## config.mk

```make
export PLATFORM = sky130hd
export DESIGN_NAME = ecr_regs
export DESIGN_NICKNAME = d
export VERILOG_FILES = /design/src/ecr_pkg.sv /design/src/ecr_regs.sv
export SDC_FILE = /design/constraint.sdc
export NUM_CORES = 1
export LEC_CHECK = 0
export ABC_CLOCK_PERIOD_IN_PS = 2200
export BUFFER_PORTS_ARGS = -buffer_cell sky130_fd_sc_hd__clkbuf_2
export CAP_MARGIN = 0
export CORE_UTILIZATION = 51
export CTS_CLUSTER_DIAMETER = 200
export DETAILED_ROUTE_END_ITERATION = 8
export HOLD_SLACK_MARGIN = 0.08
export PLACE_DENSITY = 0.75
export SYNTH_ARGS = -nofsm -noshare
export SYNTH_HDL_FRONTEND = slang
export SYNTH_SLANG_ARGS = --single-unit
```

## constraint.sdc

```tcl
create_clock -name mclk -period 2.2 [get_ports mclk]
set_clock_uncertainty 0.2 [all_clocks]
set_input_delay 0.33 -clock mclk [delete_from_list [all_inputs] [get_ports mclk]]
set_output_delay 0.33 -clock mclk [all_outputs]
set_load 0.05 [all_outputs]
```

## src/ecr_pkg.sv

```systemverilog
// constants for the serial-link capability register bank
package ecr_pkg;
    localparam logic [7:0] ADDR_DEV_CAP = 8'hb4;
    localparam logic [7:0] ADDR_DEV_CTL = 8'hb8;
    localparam logic [7:0] ADDR_LNK_CAP = 8'hbc;
    localparam logic [7:0] ADDR_LNK_CTL = 8'hc0;
    localparam logic [7:0] ADDR_SLT_CAP = 8'hc4;
    localparam logic [7:0] ADDR_SLT_CTL = 8'hc8;
    localparam logic [7:0] ADDR_TUNE0 = 8'hcc;
    localparam logic [7:0] ADDR_TUNE1 = 8'hd0;
    localparam logic [7:0] ADDR_TUNE2 = 8'hd4;
    localparam logic [2:0] MPS_SUPPORTED = 3'h2;
    localparam logic [2:0] MPS_RESET = 3'h0;
    localparam logic [2:0] MRRS_RESET = 3'h2;
    localparam logic [3:0] LINK_SPEED = 4'h1;
    localparam logic [5:0] LINK_WIDTH = 6'h04;
    localparam logic [1:0] ASPM_SUPPORT = 2'h3;
    localparam logic [2:0] L0S_EXIT_LAT = 3'h3;
    localparam logic [2:0] L1_EXIT_LAT = 3'h0;
    localparam logic [2:0] NEG_RETRY_RESET = 3'h3;
    localparam logic [4:0] TS1_COUNT_RESET = 5'h10;
    localparam logic [15:0] L1_ENTRY_RESET = 16'h0400;
    localparam logic [31:0] TUNE1_RESET = 32'h04000271;
    localparam logic [7:0] CLK_RECOVERY_RESET = 8'h54;
    localparam logic [6:0] L0S_EXIT_RESET = 7'h02;
    localparam logic [6:0] L1_EXIT_RESET = 7'h19;
    localparam logic [9:0] TUNE1_LO_MASK = 10'h3ff;
    localparam logic [1:0] RESP_OKAY = 2'h0;
    localparam logic [1:0] RESP_SLVERR = 2'h2;
endpackage

```

## src/ecr_regs.sv

```systemverilog
// serial-link capability register bank with an axi4-lite slave
// Function
// slot implemented reads 1 only in reverse mode; message number zero
// supported payload field read-only, reset 010
// no phantom functions; 8-bit tag supported bit reads one
// acceptable L0s latency read-only, reads 000
// acceptable L1 latency read-only, reads 000
// device hot-plug presence bits set only with strap in forward mode
// slot power limit message value and scale captured, read-only
// four error reporting enables read-write, reset zero
// max payload control field read-write, reset 000
// max read request field read-write, reset 2h
// relaxed, phantom, aux, no-snoop read zero; ext tag, retry RW
// error detected flags write-one-clear; aux power 1; pending live
// link speed 0001 and width 000100 advertised
// both ASPM states supported; exit latencies 3h and 0h
// ASPM control field read-write, reset 00, driven out
// link disable, retrain read-only in forward mode; clock bits RW
// link status speed 1h, width 000100, slot clock reads 1
// slot hot-plug presence bits set only with strap in reverse mode
// slot control enables and indicator controls read-write, reset 0
// tuning 0 enables and counts read-write with their resets
// tuning 1 lifetime timers read-write, reset 04000271h
// tuning 2 recovery time and exit latencies read-write
// port type reads 7h forward, 8h reverse
// reserved bits read zero; read-only bits ignore writes
// slot status bits read-only, follow hot-plug inputs
module ecr_regs (
    input wire logic mclk,
    input wire logic reset,
    input wire logic reverse_mode,
    input wire logic hotplug_strap,
    input wire logic power_limit_valid,
    input wire logic [7:0] power_limit_value,
    input wire logic [1:0] power_limit_scale,
    input wire logic [3:0] error_detect,
    input wire logic txn_pending,
    input wire logic [6:0] slot_events,
    input wire logic [7:0] s_axi_awaddr,
    input wire logic s_axi_awvalid,
    output logic s_axi_awready,
    input wire logic [31:0] s_axi_wdata,
    input wire logic [3:0] s_axi_wstrb,
    input wire logic s_axi_wvalid,
    output logic s_axi_wready,
    output logic [1:0] s_axi_bresp,
    output logic s_axi_bvalid,
    input wire logic s_axi_bready,
    input wire logic [7:0] s_axi_araddr,
    input wire logic s_axi_arvalid,
    output logic s_axi_arready,
    output logic [31:0] s_axi_rdata,
    output logic [1:0] s_axi_rresp,
    output logic s_axi_rvalid,
    input wire logic s_axi_rready,
    output logic [3:0] port_type,
    output logic [1:0] aspm_control,
    output logic [2:0] max_payload,
    output logic [2:0] max_read_req,
    output logic link_disable,
    output logic retrain_link,
    output logic slot_implemented
);
    import ecr_pkg::*;

    // strap and mode pins pass three flops; a change counts on agreement
    logic [2:0] rev_sync_reg, hp_sync_reg;
    logic rev_reg, hp_reg;
    logic [3:0] err_sync1_reg, err_sync2_reg;
    logic pend_sync1_reg, pend_sync2_reg;
    logic [6:0] slot_sync1_reg, slot_sync2_reg;

    always_ff @(posedge mclk) begin
        if (reset) begin
            rev_sync_reg <= 3'h0;
            hp_sync_reg <= 3'h0;
            rev_reg <= 1'b0;
            hp_reg <= 1'b0;
        end else begin
            rev_sync_reg <= {rev_sync_reg[1:0], reverse_mode};
            hp_sync_reg <= {hp_sync_reg[1:0], hotplug_strap};
            if (rev_sync_reg[1] == rev_sync_reg[2]) begin
                rev_reg <= rev_sync_reg[2];
            end
            if (hp_sync_reg[1] == hp_sync_reg[2]) begin
                hp_reg <= hp_sync_reg[2];
            end
        end
    end

    // error, pending and slot inputs come from core logic on mclk; two stages each
    always_ff @(posedge mclk) begin
        if (reset) begin
            err_sync1_reg <= 4'h0;
            err_sync2_reg <= 4'h0;
            pend_sync1_reg <= 1'b0;
            pend_sync2_reg <= 1'b0;
            slot_sync1_reg <= 7'h00;
            slot_sync2_reg <= 7'h00;
        end else begin
            err_sync1_reg <= error_detect;
            err_sync2_reg <= err_sync1_reg;
            pend_sync1_reg <= txn_pending;
            pend_sync2_reg <= pend_sync1_reg;
            slot_sync1_reg <= slot_events;
            slot_sync2_reg <= slot_sync1_reg;
        end
    end

    // axi write channel: address and data may arrive in either order
    logic aw_held_reg, w_held_reg;
    logic [7:0] aw_addr_reg;
    logic [31:0] w_data_reg;
    logic [3:0] w_strb_reg;
    logic wr_fire;
    assign wr_fire = aw_held_reg && w_held_reg && !s_axi_bvalid;

    always_ff @(posedge mclk) begin
        if (reset) begin
            aw_held_reg <= 1'b0;
            w_held_reg <= 1'b0;
            aw_addr_reg <= 8'h00;
            w_data_reg <= 32'h0;
            w_strb_reg <= 4'h0;
            s_axi_awready <= 1'b0;
            s_axi_wready <= 1'b0;
            s_axi_bvalid <= 1'b0;
            s_axi_bresp <= RESP_OKAY;
        end else begin
            s_axi_awready <= !aw_held_reg && !s_axi_awready;
            s_axi_wready <= !w_held_reg && !s_axi_wready;
            if (s_axi_awvalid && s_axi_awready) begin
                aw_held_reg <= 1'b1;
                aw_addr_reg <= s_axi_awaddr;
                s_axi_awready <= 1'b0;
            end
            if (s_axi_wvalid && s_axi_wready) begin
                w_held_reg <= 1'b1;
                w_data_reg <= s_axi_wdata;
                w_strb_reg <= s_axi_wstrb;
                s_axi_wready <= 1'b0;
            end
            if (wr_fire) begin
                s_axi_bvalid <= 1'b1;
                s_axi_bresp <= addr_ok(aw_addr_reg) ? RESP_OKAY : RESP_SLVERR;
            end else if (s_axi_bvalid && s_axi_bready) begin
                s_axi_bvalid <= 1'b0;
                aw_held_reg <= 1'b0;
                w_held_reg <= 1'b0;
            end
        end
    end

    function automatic logic addr_ok(input logic [7:0] a);
        return a[1:0] == 2'h0 && a >= ADDR_DEV_CAP && a <= ADDR_TUNE2;
    endfunction

    // merge write data with byte strobes
    function automatic logic [31:0] merge(input logic [31:0] old,
            input logic [31:0] d, input logic [3:0] s);
        logic [31:0] r;
        r = old;
        for (int i = 0; i < 4; i++) begin
            if (s[i]) begin
                r[i*8 +: 8] = d[i*8 +: 8];
            end
        end
        return r;
    endfunction

    logic [31:0] dev_ctl_w, lnk_ctl_w, slt_ctl_w, t0_w, t1_w, t2_w;
    logic [15:0] dev_ctl_reg, lnk_ctl_reg, slt_ctl_reg;
    logic [31:0] tune0_reg, tune1_reg, tune2_reg;
    logic [3:0] err_flag_reg;
    logic [7:0] plim_val_reg;
    logic [1:0] plim_scl_reg;
    assign dev_ctl_w = merge({16'h0, dev_ctl_reg}, w_data_reg, w_strb_reg);
    assign lnk_ctl_w = merge({16'h0, lnk_ctl_reg}, w_data_reg, w_strb_reg);
    assign slt_ctl_w = merge({16'h0, slt_ctl_reg}, w_data_reg, w_strb_reg);
    assign t0_w = merge(tune0_reg, w_data_reg, w_strb_reg);
    assign t1_w = merge(tune1_reg, w_data_reg, w_strb_reg);
    assign t2_w = merge(tune2_reg, w_data_reg, w_strb_reg);

    // device control: only writable fields are stored, rest read zero
    always_ff @(posedge mclk) begin
        if (reset) begin
            dev_ctl_reg <= {1'b0, MRRS_RESET, 4'h0, MPS_RESET, 5'h00};
        end else if (wr_fire && aw_addr_reg == ADDR_DEV_CTL) begin
            // error enables
            dev_ctl_reg[3:0] <= dev_ctl_w[3:0];
            // payload control
            dev_ctl_reg[7:5] <= dev_ctl_w[7:5];
            // tag and retry
            dev_ctl_reg[8] <= dev_ctl_w[8];
            dev_ctl_reg[15] <= dev_ctl_w[15];
            // read request size
            dev_ctl_reg[14:12] <= dev_ctl_w[14:12];
        end
    end

    // write-one clear; a new detect in the same cycle wins
    always_ff @(posedge mclk) begin
        if (reset) begin
            err_flag_reg <= 4'h0;
        end else begin
            if (wr_fire && aw_addr_reg == ADDR_DEV_CTL && w_strb_reg[2]) begin
                err_flag_reg <= (err_flag_reg & ~w_data_reg[19:16])
                    | err_sync2_reg;
            end else begin
                err_flag_reg <= err_flag_reg | err_sync2_reg;
            end
        end
    end

    // capture power limit message
    always_ff @(posedge mclk) begin
        if (reset) begin
            plim_val_reg <= 8'h00;
            plim_scl_reg <= 2'h0;
        end else if (power_limit_valid) begin
            plim_val_reg <= power_limit_value;
            plim_scl_reg <= power_limit_scale;
        end
    end

    // link and slot control
    always_ff @(posedge mclk) begin
        if (reset) begin
            lnk_ctl_reg <= 16'h0;
            slt_ctl_reg <= 16'h0;
        end else if (wr_fire) begin
            if (aw_addr_reg == ADDR_LNK_CTL) begin
                // aspm control
                lnk_ctl_reg[1:0] <= lnk_ctl_w[1:0];
                // disable and retrain writable only in reverse
                if (rev_reg) begin
                    lnk_ctl_reg[5:4] <= lnk_ctl_w[5:4];
                end
                lnk_ctl_reg[7:6] <= lnk_ctl_w[7:6];
            end else if (aw_addr_reg == ADDR_SLT_CTL) begin
                // slot control bits
                slt_ctl_reg[10:0] <= slt_ctl_w[10:0];
            end
        end
    end

    // tuning registers; reserved bits never stored
    always_ff @(posedge mclk) begin
        if (reset) begin
            tune0_reg <= {L1_ENTRY_RESET, 3'h0, TS1_COUNT_RESET,
                NEG_RETRY_RESET, 5'h00};
            tune1_reg <= TUNE1_RESET;
            tune2_reg <= {9'h000, L1_EXIT_RESET, 1'b0, L0S_EXIT_RESET,
                CLK_RECOVERY_RESET};
        end else if (wr_fire) begin
            // tuning 0
            if (aw_addr_reg == ADDR_TUNE0) begin
                tune0_reg <= {t0_w[31:16], 3'h0, t0_w[12:0]};
            // tuning 1
            end else if (aw_addr_reg == ADDR_TUNE1) begin
                tune1_reg <= {t1_w[31:16], 6'h00, t1_w[9:0] & TUNE1_LO_MASK};
            // tuning 2
            end else if (aw_addr_reg == ADDR_TUNE2) begin
                tune2_reg <= {9'h000, t2_w[22:16], 1'b0, t2_w[14:0]};
            end
        end
    end

    // read data assembly
    logic fwd_hp, rev_hp;
    logic [31:0] rd_word;
    assign fwd_hp = hp_reg && !rev_reg;
    assign rev_hp = hp_reg && rev_reg;

    always_comb begin
        rd_word = 32'h0;
        if (s_axi_araddr == ADDR_DEV_CAP) begin
            // fixed and captured fields
            rd_word = {4'h0, plim_scl_reg, plim_val_reg, 3'h0,
                fwd_hp, fwd_hp, fwd_hp, 3'h0, 3'h0, 1'b1, 2'h0,
                MPS_SUPPORTED};
        end else if (s_axi_araddr == ADDR_DEV_CTL) begin
            // aux power reads one, pending follows the core
            rd_word = {10'h000, pend_sync2_reg, 1'b1, err_flag_reg,
                dev_ctl_reg};
        end else if (s_axi_araddr == ADDR_LNK_CAP) begin
            // link capability
            rd_word = {14'h0000, L1_EXIT_LAT, L0S_EXIT_LAT, ASPM_SUPPORT,
                LINK_WIDTH, LINK_SPEED};
        end else if (s_axi_araddr == ADDR_LNK_CTL) begin
            // link status
            rd_word = {3'h0, 1'b1, 2'h0, LINK_WIDTH, LINK_SPEED,
                lnk_ctl_reg};
        end else if (s_axi_araddr == ADDR_SLT_CAP) begin
            // slot presence bits
            rd_word = {25'h0000000, rev_hp, 1'b0, rev_hp, rev_hp, rev_hp,
                1'b0, rev_hp};
        end else if (s_axi_araddr == ADDR_SLT_CTL) begin
            // slot status mirrors hot-plug inputs
            rd_word = {9'h000, slot_sync2_reg, slt_ctl_reg};
        end else if (s_axi_araddr == ADDR_TUNE0) begin
            rd_word = tune0_reg;
        end else if (s_axi_araddr == ADDR_TUNE1) begin
            rd_word = tune1_reg;
        end else if (s_axi_araddr == ADDR_TUNE2) begin
            rd_word = tune2_reg;
        end
    end

    // read channel: one-cycle accept, data registered
    always_ff @(posedge mclk) begin
        if (reset) begin
            s_axi_arready <= 1'b0;
            s_axi_rvalid <= 1'b0;
            s_axi_rdata <= 32'h0;
            s_axi_rresp <= RESP_OKAY;
        end else begin
            s_axi_arready <= !s_axi_rvalid && !s_axi_arready;
            if (s_axi_arvalid && s_axi_arready) begin
                s_axi_arready <= 1'b0;
                s_axi_rvalid <= 1'b1;
                // unmapped reads zero with slverr
                s_axi_rdata <= rd_word;
                s_axi_rresp <= addr_ok(s_axi_araddr) ? RESP_OKAY : RESP_SLVERR;
            end else if (s_axi_rvalid && s_axi_rready) begin
                s_axi_rvalid <= 1'b0;
            end
        end
    end

    // control outputs toward the core
    always_ff @(posedge mclk) begin
        if (reset) begin
            port_type <= 4'h7;
            aspm_control <= 2'h0;
            max_payload <= MPS_RESET;
            max_read_req <= MRRS_RESET;
            link_disable <= 1'b0;
            retrain_link <= 1'b0;
            slot_implemented <= 1'b0;
        end else begin
            // port type follows mode; R1 slot bit alongside
            port_type <= rev_reg ? 4'h8 : 4'h7;
            aspm_control <= lnk_ctl_reg[1:0];
            max_payload <= dev_ctl_reg[7:5];
            max_read_req <= dev_ctl_reg[14:12];
            link_disable <= lnk_ctl_reg[4];
            retrain_link <= lnk_ctl_reg[5];
            // slot bit follows mode
            slot_implemented <= rev_reg;
        end
    end
endmodule

```

==> flow_summary.json <==
{
  "vias": 9030,
  "fin_area_um2": 13200,
  "ys_seq_area_frac": 0.501,
  "switching_share": 0.229,
  "critical_path_class": "reg2reg",
  "status": "completed",
  "avgSynthCellArea_um2": 9.15,
  "whs_path_depth": 4,
  "drc": 0,
  "clockBufferDepth": 3,
  "nFillCells": 1473,
  "critPathArrivalTime_ns": 2.33,
  "syn_area_um2": 9960,
  "cp_max_fo": 12,
  "nets": 1429,
  "final.min_clock_period_ns": 2.13,
  "finalHoldViolCount": 0,
  "cts.sinks": 249,
  "synth_cell_types": 66,
  "reg2reg_depth": 6,
  "detail_route.vias_per_cell": 5.56,
  "postSynthCellCount": 1088,
  "crit_path_start_kind": "register",
  "io_buffer_count": 137,
  "mostFrequentLayoutCell": "dfxtp_1",
  "placed_area_um2": 11300,
  "drt-initial-drc-count": 752,
  "ys_ff_latch": 249,
  "io_pins": 140,
  "clk_transition_reported_paths_ns": 0.06,
  "powerDensity_nw_per_um2": 777,
  "hold_class": "in2reg",
  "crit_required_ns": 2.41,
  "gp_congestion": 0.975,
  "fin_util": 0.697,
  "crit_path_end_kind": "register",
  "gr-total-overflow": 0,
  "placeableCoreArea_um2": 18900,
  "drtAntennaViolNets": 0,
  "area_growth_pct": 32.2,
  "p_int_mw": 7.89,
  "antenna_found_initial": 0,
  "cts_root_buffer": "clkbuf_16",
  "maxSlewViolCount": 0,
  "p_switching_mw": 2.35,
  "fmax_mhz": 470,
  "die_x_um": 142,
  "cap_violations": 0,
  "ys.flop_type": "dfxtp_1",
  "synth_warnings": 0,
  "tightest_slew_ns": 0.528,
  "p_leak_nw": 5.50,
  "finalSetupViolations": 0,
  "yosysTopAreaCellShare": 0.501,
  "rsz0062_at_grt": "false",
  "start_util": 0.527,
  "die_area_um2": 20100,
  "grt_usage": 0.295,
  "period_share": 0.966,
  "synth_top_area_cell": "dfxtp_1",
  "h-tree-depth": 1,
  "wl_per_cell_um": 18.2,
  "drt-total-wl_um": 29600,
  "cts_tree": "yes",
  "grt_max_degree": 106,
  "dp.final_hpwl_um": 19700,
  "pwr-share-clk": 0.462,
  "insertion_delay_ns": 0.52,
  "vdd_drop_max_v": 0.000724,
  "layout_common_cells": "dfxtp_1, clkbuf_2, nor2_1, nand2_1, mux2i_1",
  "drive_above_1_share": 0.202,
  "synth_area_leaders": "dfxtp_1, mux2i_1, nor2_1",
  "drt_pre_antenna_iters": 7,
  "grt_pass1_vias": 8726,
  "async_flop_share": 0,
  "numCtsBuffers": 26,
  "grt_pass1_wl_um": 46500,
  "max_slew_margin": 0.647,
  "die-height_um": 142,
  "rows": 50,
  "synth_edf_count": 0,
  "p_seq_frac": 0.459,
  "p_comb_frac": 0.079
}
-- area by class of cell --
type / instances / area (µm²) / area share
inverters: 12 / 45.0 / 0.00342
flip-flops and latches: 249 / 4980 / 0.379
clock inverters: 12 / 195 / 0.0148
well taps: 260 / 325 / 0.0247
clock buffers: 35 / 736 / 0.0559
diodes: 1 / 2.50 / 0.000190
multi-input cells: 759 / 4640 / 0.353
repair buffers: 297 / 2230 / 0.170
-- cell families (layout without fill, tap and decap cells) --
group | after synthesis | after routing | share of synthesized area
multiplexers | 111 | 111 | 0.112
buffers and inverters | 81 | 356 | 0.0357
AO/OA/AOI/OAI | 231 | 231 | 0.144
flip-flops | 249 | 249 | 0.501
AND/OR/NAND/NOR | 415 | 415 | 0.207
other | 1 | 3 | 0.000377
-- power groups by stage --
stage	Sequential [mW]	Clock [mW]	Combinational [mW]
after detailed placement	4.79	0	0.647
after global placement	4.79	0	0.639
final	4.70	4.73	0.809
after floorplan	4.82	0	0.347
after CTS	4.69	4.76	0.782
after global routing	4.70	4.97	0.866
-- per-layer routing --
| metal | vias up | GRT usage | share of wire |
|---|---|---|---|
| met3 | 85 | 0.0476 | 0.060 |
| li1 | 4310 | - | - |
| met4 | 0 | 0.0911 | 0.031 |
| met1 | 4298 | 0.378 | 0.42 |
| met5 | - | 0 | 0 |
| met2 | 337 | 0.509 | 0.49 |
-- worst paths after layout --
| check | slack [ns] | startpoint | to |
|---|---|---|---|
| worst max-delay path | 0.07 | aw_addr_reg[1] | tune1_reg[6] |
| worst min-delay path | 0.10 | s_axi_arvalid | s_axi_rdata[7] |
| worst max register to register | 0.07 | aw_addr_reg[1] | tune1_reg[6] |
| worst min register to register | 0.24 | err_sync1_reg[1] | err_sync2_reg[1] |
-- synthesized netlist by cell type, types with 3 or more instances --
library cell	n
a31oi_1	6
o2bb2ai_1	4
nand3_2	3
o22a_1	4
a21oi_1	98
buf_2	5
o22ai_1	13
nor4b_1	3
nand3b_1	3
nand3_1	30
nor2b_1	55
a22oi_1	22
o21a_1	3
nor2_1	134
buf_1	3
a211oi_1	4
dfxtp_1	249
o21ai_0	36
a211o_1	18
nand2b_1	7
nor3_1	14
and3_1	5
or3_1	3
mux2_2	5
and2_1	7
inv_1	12
or2_2	4
buf_4	7
clkbuf_1	52
o32ai_1	7
nand2_1	121
mux2i_1	106
-- critical path, cell delays in order (launching register included) --
cell and delay [ns]:
dfxtp_1 0.35, or3b_4 0.42, or3_1 0.37, buf_6 0.16, nor2_8 0.17, nor2b_1 0.07
a211o_1 0.27
-- metrics by stage --
step | worst slack, ns | hold WS (ns) | TNS (ns) | total power, mW | std cells
floorplan | 0.102 | 0.213 | 0 | 5.17 | 1089
global placement | 0.0161 | 0.220 | 0 | 5.43 | 1483
detailed placement | -0.00942 | 0.220 | -0.00942 | 5.44 | 1483
CTS | 0.0631 | 0.0819 | 0 | 10.2 | 1624
global route | 0.00384 | 0.125 | 0 | 10.5 | 1624
finish | 0.0745 | 0.100 | 0 | 10.2 | 1625
-- what timing repair did --
item                                   in CTS  in global routing
setup buffers                               0                  0
resized for setup                           1                  4
endpoints found under the hold margin      86                  0
setup endpoints to repair                   4                  9
hold buffers                               94                  0
Note: power is estimated with default switching activity, not from simulation.
